$ cat src/rtl/acd_pkg.sv
/*
 * Shared constants and types for the channel configuration and decimation block.
 * Assumes a single master clock and a simple synchronous register port.
 */
package acd_pkg;

	// ****************************************
	// Sizes
	// ****************************************
	localparam int NUM_CHAN     = 8;
	localparam int ADDR_W       = 4;
	localparam int DATA_W       = 32;
	localparam int SAMPLE_W     = 24;
	localparam int ACC_W        = 15;

	// ****************************************
	// Register offsets
	// ****************************************
	localparam logic [ADDR_W-1:0] OFS_CLOCK   = 4'h0;
	localparam logic [ADDR_W-1:0] OFS_GAIN    = 4'h1;
	localparam logic [ADDR_W-1:0] OFS_STATUS  = 4'h2;
	localparam logic [ADDR_W-1:0] OFS_CHCFG0  = 4'h8;

	// ****************************************
	// Field positions and reset values
	// ****************************************
	localparam int CLK_OSR_LSB  = 2;
	localparam int CLK_PWR_LSB  = 0;
	localparam int GAIN_FLD_W   = 4;
	localparam logic [2:0]  OSR_RESET  = 3'h3;
	localparam logic [1:0]  PWR_RESET  = 2'h2;
	localparam logic [2:0]  GAIN_BUF_MIN = 3'h3;
	localparam logic [13:0] OSR_BASE   = 14'h0080;

	// ****************************************
	// Reference settling time
	// ****************************************
	localparam int REF_SETTLE_NS = 100000;
	localparam int CLK_PERIOD_NS = 100;
	localparam int REF_SETTLE_CYC = (REF_SETTLE_NS + CLK_PERIOD_NS - 1) / CLK_PERIOD_NS;

	// ****************************************
	// Types
	// ****************************************
	typedef enum logic [3:0] {
		ACD_SEL_PINS = 4'h1,
		ACD_SEL_GND  = 4'h2,
		ACD_SEL_TSTP = 4'h4,
		ACD_SEL_TSTN = 4'h8
	} acd_sel_e;

	typedef enum logic [1:0] {
		ACD_PWR_VLP = 2'h0,
		ACD_PWR_LP  = 2'h1,
		ACD_PWR_HR  = 2'h2
	} acd_pwr_e;

	typedef struct packed {
		logic [ADDR_W-1:0] addr;
		logic [DATA_W-1:0] wdata;
		logic              wr;
		logic              rd;
	} acd_req_s;

	typedef struct packed {
		logic                valid;
		logic [2:0]          chan;
		logic [SAMPLE_W-1:0] data;
	} acd_sample_s;

	function automatic logic [2:0] acd_gain_clip(input logic [3:0] fld);
		acd_gain_clip = fld[3] ? 3'h7 : fld[2:0];
	endfunction

endpackage

$ cat src/rtl/acd_mod_clk.sv
/*
 * Divide-by-two enable for the modulator rate.
 * Assumes CLK is the master clock.
 */
`timescale 1ns/1ps
module acd_mod_clk (
	input  wire logic CLK,
	input  wire logic RESET_N,
	output logic      mod_en
);
	import acd_pkg::*;

	logic ph_q;
	logic ph_d;

	always_comb begin
		ph_d = ~ph_q;
	end

	always_ff @(posedge CLK or negedge RESET_N) begin
		if (!RESET_N) begin
			ph_q <= 1'b0;
		end else begin
			ph_q <= ph_d;
		end
	end

	assign mod_en = ph_q; // [RQ11]
endmodule

$ cat src/rtl/acd_decim.sv
/*
 * One channel's sinc1 decimator: counts ones of the modulator stream over one ratio window.
 * Assumes mod_en is a one-cycle pulse at the modulator rate.
 */
`timescale 1ns/1ps
module acd_decim #(
	parameter int W = acd_pkg::ACC_W
) (
	input  wire logic             CLK,
	input  wire logic             RESET_N,
	input  wire logic             mod_en,
	input  wire logic             bit_in,
	input  wire logic             dump,
	output logic [W-1:0]          sum
);
	import acd_pkg::*;

	logic [W-1:0] acc_q;
	logic [W-1:0] acc_d;
	logic [W-1:0] sum_q;
	logic [W-1:0] sum_d;

	// ****************************************
	// Boxcar average
	// ****************************************
	always_comb begin
		acc_d = acc_q;
		sum_d = sum_q;
		if (mod_en) begin
			if (dump) begin
				sum_d = acc_q + W'(bit_in); // [RQ13]
				acc_d = '0;
			end else begin
				acc_d = acc_q + W'(bit_in);
			end
		end
	end

	always_ff @(posedge CLK or negedge RESET_N) begin
		if (!RESET_N) begin
			acc_q <= '0;
			sum_q <= '0;
		end else begin
			acc_q <= acc_d;
			sum_q <= sum_d;
		end
	end

	assign sum = sum_q;
endmodule

$ cat src/rtl/acd_top.sv
/*
 * Channel configuration and decimation control for an eight-channel converter.
 * Assumes synchronous register port, modulator bits from the analog side, CLK as master clock.
 *
// Notes on behaviour
// [RQ1] Each channel has a two-bit input selector choosing pins, ground or test signals.
// [RQ2] Selector codes: 0 pins, 1 ground, 2 positive test, 3 negative test.
// [RQ3] Gain per channel is one of 1,2,4,8,16,32,64,128.
// [RQ4] All channel gains live as separate fields in one gain register.
// [RQ5] Full-scale range is reference over gain; output scale follows gain.
// [RQ6] Precharge buffer on when gain is 8 or more.
// [RQ7] No conversion data output until the reference has settled.
// [RQ8] Host supplies master clock and reads data synchronous to it.
// [RQ9] Two-bit power field selects high-resolution, low-power or very-low-power.
// [RQ10] Host supplies clock matched to power mode: 8.192, 4.096, 2.048 MHz.
// [RQ11] Modulator clock is half the master clock.
// [RQ12] Each modulator gives a one-bit stream at modulator rate to its filter.
// [RQ13] Sinc-type filter averages the stream, one sample per ratio modulator clocks.
// [RQ14] Three-bit ratio field selects 128 doubling to 16384.
// [RQ15] Output data rate equals modulator rate over ratio.
// [RQ16] Ratio codes 0..7 map to 128..16384 ascending.
 */
// Implementation choices: the address-and-strobe port and the placing of the registers.
`timescale 1ns/1ps
module acd_top #(
	parameter int REF_SETTLE = acd_pkg::REF_SETTLE_CYC
) (
	input  wire logic                            CLK,
	input  wire logic                            RESET_N,
	input  wire logic [acd_pkg::ADDR_W-1:0]      ADDR,
	input  wire logic [acd_pkg::DATA_W-1:0]      WDATA,
	input  wire logic                            WR,
	input  wire logic                            RD,
	output logic      [acd_pkg::DATA_W-1:0]      RDATA,
	input  wire logic [acd_pkg::NUM_CHAN-1:0]    MOD_BITS,
	output logic [4*acd_pkg::NUM_CHAN-1:0]       CHAN_INPUT_SELECT,
	output logic [3*acd_pkg::NUM_CHAN-1:0]       CHAN_GAIN,
	output logic [acd_pkg::NUM_CHAN-1:0]         PRECHARGE_EN,
	output logic [1:0]                           POWER_MODE,
	output logic                                 MOD_CLK_EN,
	output logic                                 SAMPLE_VALID,
	output logic [2:0]                           SAMPLE_CHAN,
	output logic [acd_pkg::SAMPLE_W-1:0]         SAMPLE_DATA
);
	import acd_pkg::*;

	// ****************************************
	// Registers
	// ****************************************
	logic [1:0]              mux_q [NUM_CHAN];
	logic [1:0]              mux_d [NUM_CHAN];
	logic [2:0]              gain_q [NUM_CHAN];
	logic [2:0]              gain_d [NUM_CHAN];
	logic [2:0]              osr_q, osr_d;
	logic [1:0]              pwr_q, pwr_d;
	logic [DATA_W-1:0]       rdata_q, rdata_d;
	logic [31:0]             settle_q, settle_d;
	logic                    ready_q, ready_d;
	logic [13:0]             win_q, win_d;
	logic [14:0]             osr_n;
	logic                    dump;
	logic                    mod_en;
	logic                    mod_en_q;
	logic [ACC_W-1:0]        sums [NUM_CHAN];
	logic [NUM_CHAN-1:0]     bits_in;
	logic [NUM_CHAN-1:0]     test_pat_q, test_pat_d;
	acd_sample_s             out_q, out_d;
	logic [2:0]              emit_q, emit_d;
	logic                    emitting_q, emitting_d;
	logic [4*NUM_CHAN-1:0]   sel_q, sel_d;
	logic [3*NUM_CHAN-1:0]   gout_q, gout_d;
	logic [NUM_CHAN-1:0]     pre_q, pre_d;

	// ****************************************
	// Selector decode
	// ****************************************
	function automatic acd_sel_e sel_decode(input logic [1:0] code);
		unique case (code)
			2'h0: sel_decode = ACD_SEL_PINS; // [RQ2]
			2'h1: sel_decode = ACD_SEL_GND;
			2'h2: sel_decode = ACD_SEL_TSTP;
			2'h3: sel_decode = ACD_SEL_TSTN;
		endcase
	endfunction

	// The modulator rate is an enable, not a derived clock, so the block keeps one clock domain.
	acd_mod_clk u_mod_clk (
		.CLK     (CLK),
		.RESET_N (RESET_N),
		.mod_en  (mod_en)
	);

	// ****************************************
	// Modulator stream per channel
	// ****************************************
	// Ground reads as alternating bits (mid-scale); test signals as fixed density.
	always_comb begin
		test_pat_d = mod_en ? ~test_pat_q : test_pat_q;
		for (int i = 0; i < NUM_CHAN; i++) begin
			unique case (mux_q[i])
				2'h0: bits_in[i] = MOD_BITS[i]; // [RQ1]
				2'h1: bits_in[i] = test_pat_q[i];
				2'h2: bits_in[i] = 1'b1;
				2'h3: bits_in[i] = 1'b0;
			endcase
		end
	end

	// ****************************************
	// Decimation window
	// ****************************************
	assign osr_n = {1'b0, OSR_BASE} << osr_q; // [RQ14] [RQ16]
	// Greater-or-equal ends the window at once when the ratio is lowered in mid-window.
	assign dump  = ({1'b0, win_q} >= osr_n - 15'h0001);

	always_comb begin
		win_d = win_q;
		if (mod_en) begin
			win_d = dump ? 14'h0000 : win_q + 14'h0001; // [RQ15]
		end
	end

	// ****************************************
	// Per-channel decimators
	// ****************************************
	for (genvar g = 0; g < NUM_CHAN; g++) begin : g_ch
		acd_decim u_decim (
			.CLK     (CLK),
			.RESET_N (RESET_N),
			.mod_en  (mod_en),
			.bit_in  (bits_in[g]), // [RQ12]
			.dump    (dump),
			.sum     (sums[g])
		);
	end

	// ****************************************
	// Reference settling
	// ****************************************
	always_comb begin
		settle_d = settle_q;
		ready_d  = ready_q;
		// The count stops once ready is set, so it can never wrap and clear the flag.
		if (!ready_q) begin
			if (settle_q >= 32'(REF_SETTLE - 1)) begin
				ready_d = 1'b1;
			end else begin
				settle_d = settle_q + 32'h1;
			end
		end
	end

	// ****************************************
	// Sample output: one channel per cycle after each window
	// ****************************************
	always_comb begin
		emit_d      = emit_q;
		emitting_d  = emitting_q;
		out_d       = '0;
		// A burst lasts eight cycles, far less than the shortest window, so bursts never overlap.
		if (mod_en && dump && ready_q) begin // [RQ7]
			emitting_d = 1'b1;
			emit_d     = 3'h0;
		end
		if (emitting_q) begin
			out_d.valid = 1'b1;
			out_d.chan  = emit_q;
			// Count scaled so a full window of ones reads 0x10000 at every ratio; gain only changes the input-referred scale.
			out_d.data  = SAMPLE_W'({sums[emit_q], {(SAMPLE_W-ACC_W){1'b0}}} >> osr_q); // [RQ5]
			emit_d      = emit_q + 3'h1;
			if (emit_q == 3'h7) begin
				emitting_d = 1'b0;
			end
		end
	end

	// ****************************************
	// Register port
	// ****************************************
	always_comb begin
		osr_d   = osr_q;
		pwr_d   = pwr_q;
		rdata_d = '0;
		for (int i = 0; i < NUM_CHAN; i++) begin
			mux_d[i]  = mux_q[i];
			gain_d[i] = gain_q[i];
		end
		if (WR) begin
			if (ADDR == OFS_CLOCK) begin
				osr_d = WDATA[CLK_OSR_LSB +: 3];
				pwr_d = (WDATA[CLK_PWR_LSB +: 2] == 2'h3) ? ACD_PWR_HR : WDATA[CLK_PWR_LSB +: 2]; // [RQ9]
			end
			if (ADDR == OFS_GAIN) begin
				for (int i = 0; i < NUM_CHAN; i++) begin
					gain_d[i] = acd_gain_clip(WDATA[i*GAIN_FLD_W +: GAIN_FLD_W]); // [RQ3] [RQ4]
				end
			end
			// Channel configuration answers at OFS_CHCFG0 and above; the low three address bits pick the channel.
			if (ADDR >= OFS_CHCFG0) begin
				mux_d[ADDR[2:0]] = WDATA[1:0];
			end
		end
		if (RD) begin
			if (ADDR == OFS_CLOCK) begin
				rdata_d = DATA_W'({osr_q, pwr_q});
			end else if (ADDR == OFS_GAIN) begin
				for (int i = 0; i < NUM_CHAN; i++) begin
					rdata_d[i*GAIN_FLD_W +: GAIN_FLD_W] = {1'b0, gain_q[i]};
				end
			end else if (ADDR == OFS_STATUS) begin
				rdata_d = DATA_W'(ready_q);
			end else if (ADDR >= OFS_CHCFG0) begin
				rdata_d = DATA_W'(mux_q[ADDR[2:0]]);
			end
		end
	end

	// ****************************************
	// Pin-side outputs
	// ****************************************
	// Pins are registered so that every output comes straight from a flip-flop.
	always_comb begin
		for (int i = 0; i < NUM_CHAN; i++) begin
			sel_d[i*4 +: 4]  = sel_decode(mux_q[i]);
			gout_d[i*3 +: 3] = gain_q[i];
			pre_d[i]         = (gain_q[i] >= GAIN_BUF_MIN); // [RQ6]
		end
	end

	// ****************************************
	// State registers
	// ****************************************
	// Selector and gain changes reach the pins one cycle after the register itself; POWER_MODE comes straight from pwr_q.
	always_ff @(posedge CLK or negedge RESET_N) begin
		if (!RESET_N) begin
			for (int i = 0; i < NUM_CHAN; i++) begin
				mux_q[i]  <= 2'h0;
				gain_q[i] <= 3'h0;
			end
			osr_q   <= OSR_RESET;
			pwr_q   <= PWR_RESET;
			rdata_q <= '0;
		end else begin
			mux_q   <= mux_d;
			gain_q  <= gain_d;
			osr_q   <= osr_d;
			pwr_q   <= pwr_d;
			rdata_q <= rdata_d;
		end
	end

	always_ff @(posedge CLK or negedge RESET_N) begin
		if (!RESET_N) begin
			win_q      <= '0;
			test_pat_q <= 8'h55;
		end else begin
			win_q      <= win_d;
			test_pat_q <= test_pat_d;
		end
	end

	always_ff @(posedge CLK or negedge RESET_N) begin
		if (!RESET_N) begin
			settle_q <= '0;
			ready_q  <= 1'b0;
		end else begin
			settle_q <= settle_d;
			ready_q  <= ready_d;
		end
	end

	always_ff @(posedge CLK or negedge RESET_N) begin
		if (!RESET_N) begin
			out_q      <= '0;
			emit_q     <= 3'h0;
			emitting_q <= 1'b0;
		end else begin
			out_q      <= out_d;
			emit_q     <= emit_d;
			emitting_q <= emitting_d;
		end
	end

	always_ff @(posedge CLK or negedge RESET_N) begin
		if (!RESET_N) begin
			sel_q    <= {NUM_CHAN{4'h1}};
			gout_q   <= '0;
			pre_q    <= '0;
			mod_en_q <= 1'b0;
		end else begin
			sel_q    <= sel_d;
			gout_q   <= gout_d;
			pre_q    <= pre_d;
			mod_en_q <= mod_en;
		end
	end

	assign RDATA             = rdata_q;
	assign CHAN_INPUT_SELECT = sel_q;
	assign CHAN_GAIN         = gout_q;
	assign PRECHARGE_EN      = pre_q;
	assign POWER_MODE        = pwr_q;
	assign MOD_CLK_EN        = mod_en_q;
	assign SAMPLE_VALID      = out_q.valid;
	assign SAMPLE_CHAN       = out_q.chan;
	assign SAMPLE_DATA       = out_q.data;
endmodule

$ cat config.mk
export PLATFORM = sky130hd
export DESIGN_NAME = acd_top
export DESIGN_NICKNAME = d
export VERILOG_FILES = /design/src/rtl/acd_pkg.sv /design/src/rtl/acd_mod_clk.sv /design/src/rtl/acd_decim.sv /design/src/rtl/acd_top.sv
export SDC_FILE = /design/constraint.sdc
export NUM_CORES = 1
export LEC_CHECK = 0
export BUFFER_PORTS_ARGS = -buffer_cell sky130_fd_sc_hd__buf_4
export CORE_UTILIZATION = 50
export CTS_CLUSTER_SIZE = 24
export DETAILED_ROUTE_END_ITERATION = 8
export PLACE_DENSITY = 0.71
export SYNTH_ARGS = -nofsm -noshare
export SYNTH_HDL_FRONTEND = slang
export SYNTH_SLANG_ARGS = --single-unit
$ cat constraint.sdc
create_clock -name CLK -period 3.3 [get_ports CLK]
set_clock_uncertainty 0.2 [all_clocks]
set_input_delay 0 -clock CLK [delete_from_list [all_inputs] [get_ports CLK]]
set_output_delay 0 -clock CLK [all_outputs]
set_load 0.02 [all_outputs]
## Yosys cells after proc, flatten, opt, wreduce, memory -nomap -nowiden

Cells that the tools add are included.

| storage, ports and cells | value |
|---|---|
| memories kept | 0 |
| ROM bits | 0 |
| flip-flop bits (word level) | 470 |
| word-level logic and storage cells | 185 |
| latch bits | 0 |
| output and inout bits | 127 |
| input port bits | 48 |
| memory bits (writable) | 0 |

| cells by class | value |
|---|---|
| eq/ne operators | 28 |
| muxes and demuxes | 56 |
| reductions and logical operators | 18 |
| shifts and indexed selects | 2 |
| magnitude comparators | 14 |
| div/mod/pow operators | 0 |
| bitwise operators | 6 |
| multipliers | 0 |
| $add $sub $neg | 12 |

Operators by type and width:

| cell | number |
|---|---|
| two-way mux 15 bit | 10 |
| one-hot mux 4 bit (4 select lines) | 8 |
| adder 15 x 1 -> 15 bit | 8 |
| two-way mux 31 bit | 3 |
| binary-select mux 15 bit (select 3 bit) | 1 |
| == test 2 bit, second input constant | 17 |
| adder 32 x 1 -> 32 bit, second input constant | 1 |
| greater-or-equal comparator 32 x 10 -> 1 bit, second input constant | 1 |
| one-hot mux 1 bit (4 select lines) | 8 |
| two-way mux 3 bit | 10 |
| two-way mux 28 bit | 1 |
| greater-or-equal comparator 3 x 2 -> 1 bit, second input constant | 8 |
| right shift 24 x 3 -> 24 bit | 1 |
| bitwise mux 16 bit | 1 |
| == test 2 x 1 -> 1 bit, second input constant | 8 |
| zero test 2 bit | 8 |
| greater-or-equal comparator 14 x 15 -> 1 bit | 1 |
| left shift 8 x 3 -> 15 bit, first input constant | 1 |
| subtractor 15 x 1 -> 15 bit, second input constant | 1 |
| adder 14 x 1 -> 14 bit, second input constant | 1 |
| two-way mux 14 bit | 1 |
| greater-or-equal comparator 4 bit, second input constant | 3 |
| two-way mux 2 bit | 6 |
| AND reduction 2 bit | 5 |
| 14 further kinds | 23 |

## Depth between registers and ports, before layout

Gate-level depths: netlist of the first run.

| logic depth | value |
|---|---|
| word-level depth | 9 |
| mapped depth | 13 |
| depth with buffers taken out | 10 |

## Hierarchy

Synthesis of the first run repeated with hierarchy kept, for this count alone.

| unflattened totals | value |
|---|---|
| cells, all modules | 2042 |
| area, all modules | 21891.0 µm² |

By module, submodules not included:

| module | area an instance (µm²) | seq. area each (µm²) | cells an instance | instances |
|---|---|---|---|---|
| acd_decim | 1545.2 | 750.7 | 157 | 8 |
| acd_top | 9500.4 | 5524.0 | 784 | 1 |
| acd_mod_clk | 28.8 | 25.0 | 2 | 1 |

## Least setup slack after synthesis of the first run

OpenSTA, ideal clock, no wires.

| timing | value |
|---|---|
| path type | register to register |
| start | reg osr_q[1] |
| end | reg g_ch[0].u_decim.acc_q[11] |
| data arrival time | 3.283 ns |
| required time | 3.017 ns |
| path slack | -0.266 ns |
| stages on the path, launching flop included | 13 |
| cell sequence | dfstp_2 clkbuf_1 clkbuf_1 and2_1 nor2_1 ha_1 and3_1 a221o_1 a221o_1 buf_2 buf_2 or4_1 o21ai_0 |

| on the way | value |
|---|---|
| cells in the longest elaborated chain, start to end | 4 |

RTL lines:

| item | line | source |
|---|---|---|
| start, declared | acd_top.sv:54 | `logic [2:0] osr_q, osr_d;` |
| start signal, assigned | acd_top.sv:246 | `osr_q <= osr_d;` |
| left shift 8 x 3 -> 15 bit | acd_top.sv:112 | `assign osr_n = {1'b0, OSR_BASE} << osr_q;` |
| subtractor 15 x 1 -> 15 bit | acd_top.sv:114 | `assign dump = ({1'b0, win_q} >= osr_n - 15'h0001);` |
| greater-or-equal comparator 14 x 15 -> 1 bit | acd_top.sv:114 |  |
| two-way mux 15 bit | acd_decim.sv:30 | `if (dump) begin` |
| end signal, assigned | acd_decim.sv:41 | `acc_q <= '0;` |
| end signal, assigned | acd_decim.sv:44 | `acc_q <= acc_d;` |
| end, declared | acd_decim.sv:18 | `logic [W-1:0] acc_q;` |

No other way between the ends.
A chain may end at the register's enable or synchronous reset.

## Worst setup path after layout of the first run

| timing | value |
|---|---|
| start | reg osr_q[1] |
| end | reg g_ch[6].u_decim.acc_q[13] |

| on the way | value |
|---|---|
| cells in the longest elaborated chain, start to end | 4 |

RTL lines:

| item | line |
|---|---|
| left shift 8 x 3 -> 15 bit | acd_top.sv:112 |
| subtractor 15 x 1 -> 15 bit | acd_top.sv:114 |
| greater-or-equal comparator 14 x 15 -> 1 bit | acd_top.sv:114 |
| two-way mux 15 bit | acd_decim.sv:30 |
| end signal, assigned | acd_decim.sv:41 |
| end signal, assigned | acd_decim.sv:44 |
| end, declared | acd_decim.sv:18 |

No other way between the ends.

==> results of run 1 <==
-- state kept, by name, summed over array words and instances (netlist names) --
| name | count |
|---|---|
| RDATA | 25 |
| POWER_MODE | 2 |
| test_pat_q | 8 |
| win_q | 14 |
| CHAN_GAIN | 24 |
| SAMPLE_DATA | 22 |
| g_ch.u_decim.acc_q | 120 |
| emit_q | 3 |
| SAMPLE_VALID | 1 |
| osr_q | 3 |
| emitting_q | 1 |
| settle_q | 32 |
| CHAN_INPUT_SELECT | 32 |
| SAMPLE_CHAN | 3 |
| mux_q | 16 |
| MOD_CLK_EN | 1 |
| u_mod_clk.mod_en | 1 |
| ready_q | 1 |
| g_ch.u_decim.sum | 120 |
| gain_q | 24 |
| PRECHARGE_EN | 8 |
-- layout make-up --
type | instances | share of cell area
sequential | 461 | 0.440
multi-input combinational | 1309 | 0.344
timing repair buffer | 345 | 0.121
clock buffer | 68 | 0.0532
tap | 539 | 0.0257
clock inverter | 19 | 0.0109
inverter | 32 | 0.00457
-- worst max-delay path, cell delays in order (launching register included) --
cell,delay [ps]
dfstp_2,560
and2_4,180
nor2_4,40
ha_4,240
and3_4,190
a221o_1,380
buf_4,160
a221o_4,430
buf_12,160
buf_6,130
or4_4,530
o21ai_2,70
-- logic make-up after synthesis --
kind of cell / count (synthesis) / synth area share
XOR/XNOR: 123 / 0.0509
flip-flops: 461 / 0.546
AO/OA/AOI/OAI: 513 / 0.149
buffers and inverters: 181 / 0.0353
adder cells (fa/ha/maj): 27 / 0.0160
other: 1 / 0.000177
multiplexers: 123 / 0.0804
AND/OR/NAND/NOR: 513 / 0.123
-- power by group through the flow --
stage	Combinational, W	Clock [W]	Sequential, W
after CTS	0.00231	0.00585	0.00676
after floorplan	0.00111	0	0.00696
final	0.00239	0.00581	0.00680
after global routing	0.00261	0.00608	0.00687
after global placement	0.00208	0	0.00682
after detailed placement	0.00214	0	0.00685
-- repair_timing --
action,4_1_cts,5_1_grt
setup endpoints to repair,133,205
setup buffers,4,8
pin swaps,3,11
hold buffers,98,0
gates cloned,1,5
gates resized for setup,2,51
hold endpoints to repair,526,0
-- worst max path at each step --
stage | start | endpoint
after floorplan | osr_q[1] | g_ch[0].u_decim.acc_q[11]
after global placement | osr_q[1] | g_ch[1].u_decim.sum[2]
after detailed placement | osr_q[1] | g_ch[1].u_decim.sum[5]
after CTS | osr_q[1] | g_ch[0].u_decim.acc_q[11]
after global routing | osr_q[1] | g_ch[6].u_decim.acc_q[13]
final | osr_q[1] | g_ch[6].u_decim.acc_q[13]
-- layout by cell type, fill, tap and decap left out, drive strengths merged, types with 39 or more instances in the layout --
| cell type | instances |
|---|---|
| dlygate4sd3 | 97 |
| nand3 | 51 |
| buf | 242 |
| nand2 | 105 |
| clkbuf | 74 |
| a22o | 66 |
| xnor2 | 84 |
| nor2 | 123 |
| and2 | 42 |
| xor2 | 39 |
| o21ai | 104 |
| mux2 | 66 |
| nor2b | 58 |
| a21oi | 224 |
| dfrtp | 446 |
-- stage by stage --
stage	std cells	power, W	cell area, µm²	TNS (ps)	util
2_1_floorplan	1950	0.00808	21200	0	-
6_report	2773	0.0150	26300	-111	0.627
5_1_grt	2773	0.0156	26300	-5370	0.627
4_1_cts	2760	0.0149	25900	0	0.619
3_5_place_dp	2570	0.00899	23200	-7540	0.554
3_3_place_gp	2570	0.00890	23200	-8980	0.554
-- per-layer routing --
layer  GRT usage  part of all wire
met1       0.342              0.42
met2       0.420              0.50
met3      0.0327             0.049
met4      0.0930             0.029
met5           0                 0
==> flow_summary.yaml, run 1 <==
outcome:
  run_status: "finished, violations left"
  violations: "negative setup slack"
sta:
  holdWs_ps: 34.1
  period_minus_slack_ps: 3360
  final-setup-viol-count: 13
  worst_slew_pin_slew_ps: 886
  rsz0062_at_grt: "yes"
  slew_violations: 0
  hold_violations: 0
  finalCritPeriodShare: 1.02
  slew_headroom: 0.409
  worst_slack_ps: -56.8
  fmax_mhz: 298
worst_hold_path:
  worstHoldPathCells: 4
  hp-class: "in2reg"
  hold_end: "gain_q[23]"
  holdCritStartpoint: "WDATA[2]"
synthesis:
  ys_warn_count: 0
  ys_seq_area_frac: 0.546
  synth_ff_type: "dfrtp_1"
  synth_area_leader_cell: "dfrtp_1"
  synth.top_cell.area_share: 0.527
  synth.distinct_cells: 57
  synth_edf_count: 0
  synthArstFlopShare: 1.00
  synthTopCellsByCount: "dfrtp_1, a21oi_1, nor2_1"
  syn_inst: 1942
  ys_ff_latch: 461
  avgSynthCellArea_um2: 10.9
  synth_most_common_cell: "dfrtp_1"
  netlist_area_mm2: 0.0212
  synth.area.top_cells: "dfrtp_1, a21oi_1, mux2_2"
drt:
  antenna_left: 0
  dr.pass1.iters: 5
  vias_per_cell: 5.83
  drtIter0Drc: 1562
  wl_per_cell_um: 20.2
  wirelength_mm: 56.0
  via_count: 16200
  drc: 0
clock_network:
  htree_levels: 2
  cts-root-buf: "clkbuf_16"
  clk_latency_ps: 600
  clk_path_buf_depth: 3
  clk_pin_slew_ps: 60
  cts_tree: "yes"
  cts_sinks: 461
  numCtsBuffers: 48
worst_setup_path:
  worstRegToRegCells: 11
  cp-end-kind: "flip-flop"
  cp.required_ps: 3620
  cp_max_fo: 6
  rr_startpoint: "osr_q[1]"
  r2r_slack_ps: -60
  cp_data_arrival_time_ps: 3680
  worstReg2RegEnd: "g_ch[6].u_decim.acc_q[13]"
  start_kind: "flip-flop"
  critPathKind: "reg2reg"
cells_and_area:
  fillCellCount: 3102
  syn_to_final_growth_pct: 24.0
  layout-drive-gt1-share: 0.212
  regArea_mm2: 0.0116
  nNetsFinal: 2272
  multi_input_area_mm2: 0.00904
  antennaDiodeCount: 0
grt:
  grt.total_usage: 0.253
  grt_overflow: 0
  grt_pass1_wl_mm: 87.7
  grt_pass1_vias: 16200
  grt_max_degree: 193
  antenna_found_initial: 0
pwr:
  seq_power_share: 0.453
  p_per_area_mw_per_mm2: 571
  combPwrFrac: 0.159
  switching_share: 0.278
  vdd_drop_max_mv: 0.430
  intPower_w: 0.0108
  p_clk_frac: 0.388
  total_leakage_power_nw: 11.5
  switchingPower_w: 0.00417
floorplanning:
  rows: 75
  die_area_mm2: 0.0432
  io_pins: 175
  core_area_mm2: 0.0419
  die_h_um: 208
  die_width_um: 208
  start_util: 0.506
placed_design:
  place.gp.congestion: 0.877
  dp_hpwl_mm: 32.5
  io_buffers: 165
  post-place-ws_ps: -102
flow_run:
  drv_cap: 0
No activity file was read; power rests on OpenSTA's default activity.
==> inputs of run 2 (changes only) <==
- SETUP_SLACK_MARGIN: default -> 0.05
==> flow_summary.yaml, run 2 (synthesized netlist as in run 1, its figures left out) <==
placed_design:
  placed_cell_area_mm2: 0.0231
  dp_hpwl_mm: 32.7
  dp_cells: 2556
  place.gp.congestion: 0.856
  io_buffers: 165
sta:
  finalSetupTns_ps: 0
  final-setup-viol-count: 0
  period_minus_slack_ps: 3180
  hold_violations: 0
  slew_headroom: 0.323
  rsz0062_at_grt: "yes"
  fmax_mhz: 314
  slew_violations: 0
  worst_slew_pin_slew_ps: 1020
  finalCritPeriodShare: 0.965
cells_and_area:
  final_common_cell: "dfrtp_1"
  syn_to_final_growth_pct: 21.9
  nNetsFinal: 2241
  fin_cells: 2743
  mostFrequentLayoutCells: "dfrtp_1, a21oi_1, buf_4, nor2_1, nand2_1"
  design_area_mm2: 0.0258
  antennaDiodeCount: 0
  fillCellCount: 3241
  layout-drive-gt1-share: 0.198
  final_core_util: 0.616
outcome:
  run_status: "finished clean"
grt:
  grt_pass1_wl_mm: 87.0
  grt.total_usage: 0.250
  antenna_found_initial: 0
  grt_overflow: 0
  grt_pass1_vias: 16500
  grt_max_degree: 133
worst_setup_path:
  cpPeakStageDelay_ps: 570
  crit_family: "simple AND/OR/NAND/NOR gates"
  cp_max_fo: 29
  cp-end-kind: "flip-flop"
  cp.required_ps: 3610
  worstRegToRegCells: 10
  critPathKind: "reg2reg"
  cp_data_arrival_time_ps: 3490
  critPathBufInv: 3
  worst_path_most_repeated_cell: "buf_12"
  start_kind: "flip-flop"
  path_cells: "buf_12, o21ai_0, ha_1, and3_1, nor4bb_2, buf_4, a221o_4, buf_12, or4_1, o21ai_2"
  critPathSlowestCell: "dfstp_2"
  path_depth: 10
clock_network:
  clk_latency_ps: 580
  clk_path_buf_depth: 3
  clk_pin_slew_ps: 60
  htree_levels: 2
  numCtsBuffers: 49
  cts-root-buf: "clkbuf_16"
  cts_tree: "yes"
  cts_sinks: 461
worst_hold_path:
  worstHoldPathCells: 4
  hp-class: "in2reg"
floorplanning:
  die_width_um: 208
  die_area_mm2: 0.0432
  die_h_um: 208
  start_util: 0.506
  core_area_mm2: 0.0419
  rows: 75
  io_pins: 175
pwr:
  vdd_drop_max_mv: 0.461
  p_per_area_mw_per_mm2: 566
  total_leakage_power_nw: 11.3
drt:
  drc: 0
  via_count: 16000
  antenna_left: 0
  drtIter0Drc: 1153
  wirelength_mm: 53.8
  vias_per_cell: 5.82
  wl_per_cell_um: 19.6
  dr.pass1.iters: 5
flow_run:
  drv_cap: 0
-- run 2: stage by stage --
| step | power [W] | worst slack [ps] | hold slack [ps] |
|---|---|---|---|
| global placement | 0.00888 | 102 | -236 |
| floorplan | 0.00809 | 74.4 | -496 |
| finish | 0.0146 | 116 | 89.8 |
| detailed placement | 0.00898 | 47.9 | -226 |
| CTS | 0.0146 | 74.3 | 61.4 |
| global route | 0.0152 | 6.45 | 125 |
-- run 2: area by class of cell --
cell class	instances	area, µm²	area share
Sequential cell	461	11600	0.448
Multi-Input combinational cell	1308	8940	0.347
Timing Repair Buffer	314	2880	0.112
Clock buffer	81	1540	0.0596
Tap cell	539	674	0.0261
Inverter	32	120	0.00466
Clock inverter	8	75.1	0.00291
-- run 2: metal layers --
metal  vias up  global-route usage  wire (µm)  share of wire
met3       139              0.0386       2760          0.051
met2       447               0.403      26000           0.48
met1      8022               0.333      22800           0.42
met5         -                   0          0              0
met4         0               0.117       2240          0.042
li1       7344                   -          -              -
-- run 2: path summary, 6_finish.rpt --
check / startpoint / endpoint / slack (ps)
worst min-delay path: WDATA[19] / gain_q[10] / 90
worst max register to register: osr_q[0] / g_ch[0].u_decim.acc_q[14] / 120
max in group asynchronous: RESET_N / g_ch[6].u_decim.acc_q[13] / 1760
worst max-delay path: osr_q[0] / g_ch[0].u_decim.acc_q[14] / 120
worst min register to register: settle_q[20] / settle_q[20] / 170
min in group asynchronous: RESET_N / osr_q[1] / 390
-- run 2: report_power, final --
| group | internal, W | switching [W] |
|---|---|---|
| Combinational | 0.00112 | 0.00122 |
| Clock | 0.00324 | 0.00224 |
| Sequential | 0.00625 | 0.000550 |
| Total | 0.0106 | 0.00400 |
-- run 2: what timing repair did --
| action | 4_1_cts | 5_1_grt |
|---|---|---|
| pin swaps | 1 | 3 |
| endpoints found under the setup margin | 5 | 110 |
| resized for setup | 2 | 11 |
| hold buffers | 85 | 0 |
| cloned | 1 | 4 |
| endpoints found under the hold margin | 518 | 0 |
| buffers inserted | 3 | 5 |
-- run 2: tightest hold or removal path, cell delays in order --
cell           delay, ps
buf_4                 90
nor2_1                50
dlygate4sd3_1        550
o21ai_0              140
==> inputs of run 3 (changes only) <==
- PLACE_DENSITY: 0.71 -> 0.69
- clock period: 3.3 -> 3.38 ns (I/O delays scaled with it)
==> flow_summary.yaml, run 3 (synthesized netlist as in run 1, its figures left out) <==
outcome:
  run_status: "finished clean"
clock_network:
  clk_path_buf_depth: 3
  cts_sinks: 461
  htree_levels: 2
  clk_latency_ps: 600
  numCtsBuffers: 48
  cts_tree: "yes"
  clk_pin_slew_ps: 60
  cts-root-buf: "clkbuf_16"
grt:
  grt_pass1_wl_mm: 84.9
  grt.total_usage: 0.245
  grt_pass1_vias: 15900
  grt_max_degree: 186
  grt_overflow: 0
  antenna_found_initial: 1
drt:
  wl_per_cell_um: 19.0
  drtIter0Drc: 1175
  antenna_left: 0
  vias_per_cell: 5.76
  wirelength_mm: 52.1
  drc: 0
  dr.pass1.iters: 6
  via_count: 15800
worst_hold_path:
  worstHoldPathCells: 4
  hp-class: "in2reg"
  holdCritStartpoint: "WDATA[4]"
  hold_end: "gain_q[18]"
floorplanning:
  start_util: 0.506
  core_area_mm2: 0.0419
  die_width_um: 208
  die_area_mm2: 0.0432
  io_pins: 175
  die_h_um: 208
  rows: 75
sta:
  final-setup-viol-count: 0
  hold_violations: 0
  worst_slack_ps: 168
  rsz0062_at_grt: "yes"
  finalCritPeriodShare: 0.950
  period_minus_slack_ps: 3210
  slew_violations: 0
  fmax_mhz: 311
  worst_slew_pin_slew_ps: 854
  finalSetupTns_ps: 0
  slew_headroom: 0.431
worst_setup_path:
  r2r_slack_ps: 170
  cp.required_ps: 3710
  rr_startpoint: "osr_q[1]"
  critPathKind: "reg2reg"
  cp_max_fo: 47
  worstReg2RegEnd: "g_ch[7].u_decim.acc_q[3]"
  cp_data_arrival_time_ps: 3540
  start_kind: "flip-flop"
  cp-end-kind: "flip-flop"
  worstRegToRegCells: 10
placed_design:
  io_buffers: 165
  post-place-ws_ps: -35.4
  placed_cell_area_mm2: 0.0231
  dp_cells: 2562
  dp_hpwl_mm: 32.8
  place.gp.congestion: 0.873
cells_and_area:
  mostFrequentLayoutCells: "dfrtp_1, a21oi_1, buf_4, nor2_1, nand2_1"
  design_area_mm2: 0.0258
  nNetsFinal: 2243
  fillCellCount: 3218
  final_core_util: 0.617
  syn_to_final_growth_pct: 22.1
  layout-drive-gt1-share: 0.199
  final_common_cell: "dfrtp_1"
  fin_cells: 2747
flow_run:
  drv_cap: 0
pwr:
  total_leakage_power_nw: 11.3
  vdd_drop_max_mv: 0.373
  p_per_area_mw_per_mm2: 566
-- run 3: per-stage QoR --
| stage | total power, W | hold WS (ps) |
|---|---|---|
| 5_1_grt | 0.0153 | 58.7 |
| 3_3_place_gp | 0.00870 | -185 |
| 4_1_cts | 0.0147 | 23.5 |
| 6_report | 0.0146 | 45.7 |
| 3_5_place_dp | 0.00879 | -193 |
| 2_1_floorplan | 0.00788 | -496 |
-- run 3: how the worst max path moves through the flow --
stage	start	to	slack, ps	depth (start not counted)
finish	osr_q[1]	g_ch[7].u_decim.acc_q[3]	170	10
global route	osr_q[2]	g_ch[3].u_decim.acc_q[10]	30	9
CTS	osr_q[1]	g_ch[3].u_decim.acc_q[10]	70	10
detailed placement	osr_q[1]	g_ch[0].u_decim.sum[12]	-40	10
global placement	osr_q[1]	g_ch[1].u_decim.sum[5]	60	10
floorplan	osr_q[1]	g_ch[0].u_decim.acc_q[11]	60	12
-- run 3: cell type report --
class / count / area, µm² / area share
antenna: 1 / 2.50 / 0.0000968
clock buffer: 67 / 1370 / 0.0532
clock inverter: 22 / 377 / 0.0146
inverter: 32 / 120 / 0.00465
multi-input combinational: 1309 / 8940 / 0.346
sequential: 461 / 11600 / 0.447
tap: 539 / 674 / 0.0261
timing repair buffer: 316 / 2790 / 0.108
-- run 3: power by group --
group	leakage (nW)	total, W	switching [W]	internal (W)
Combinational	4.87	0.00223	0.00118	0.00105
Clock	0.852	0.00581	0.00226	0.00355
Sequential	5.57	0.00660	0.000503	0.00610
-- run 3: metal layers --
layer  wire (µm)  vias to the layer above  track usage
met2       24500                      438        0.386
met5           0                        -            0
met1       23000                     7900        0.336
met3        2430                      135       0.0396
li1            -                     7351            -
met4        2200                        0        0.110
-- run 3: repair_timing --
item,4_1_cts,5_1_grt
buffers inserted,0,9
endpoints found under the setup margin,112,75
hold endpoints to repair,531,0
gates resized for setup,0,8
gates cloned,1,0
hold buffers,85,0
pin swaps,1,2
-- run 3: worst max-delay path, cell delays in order, from the launching register on --
cell and delay, ps:
dfstp_2 530, and2_4 140, nor2_1 50, ha_1 310
and3_1 170, a221o_1 410, a221o_4 510, buf_4 180
nor2_4 140, buf_12 280, a22o_1 200
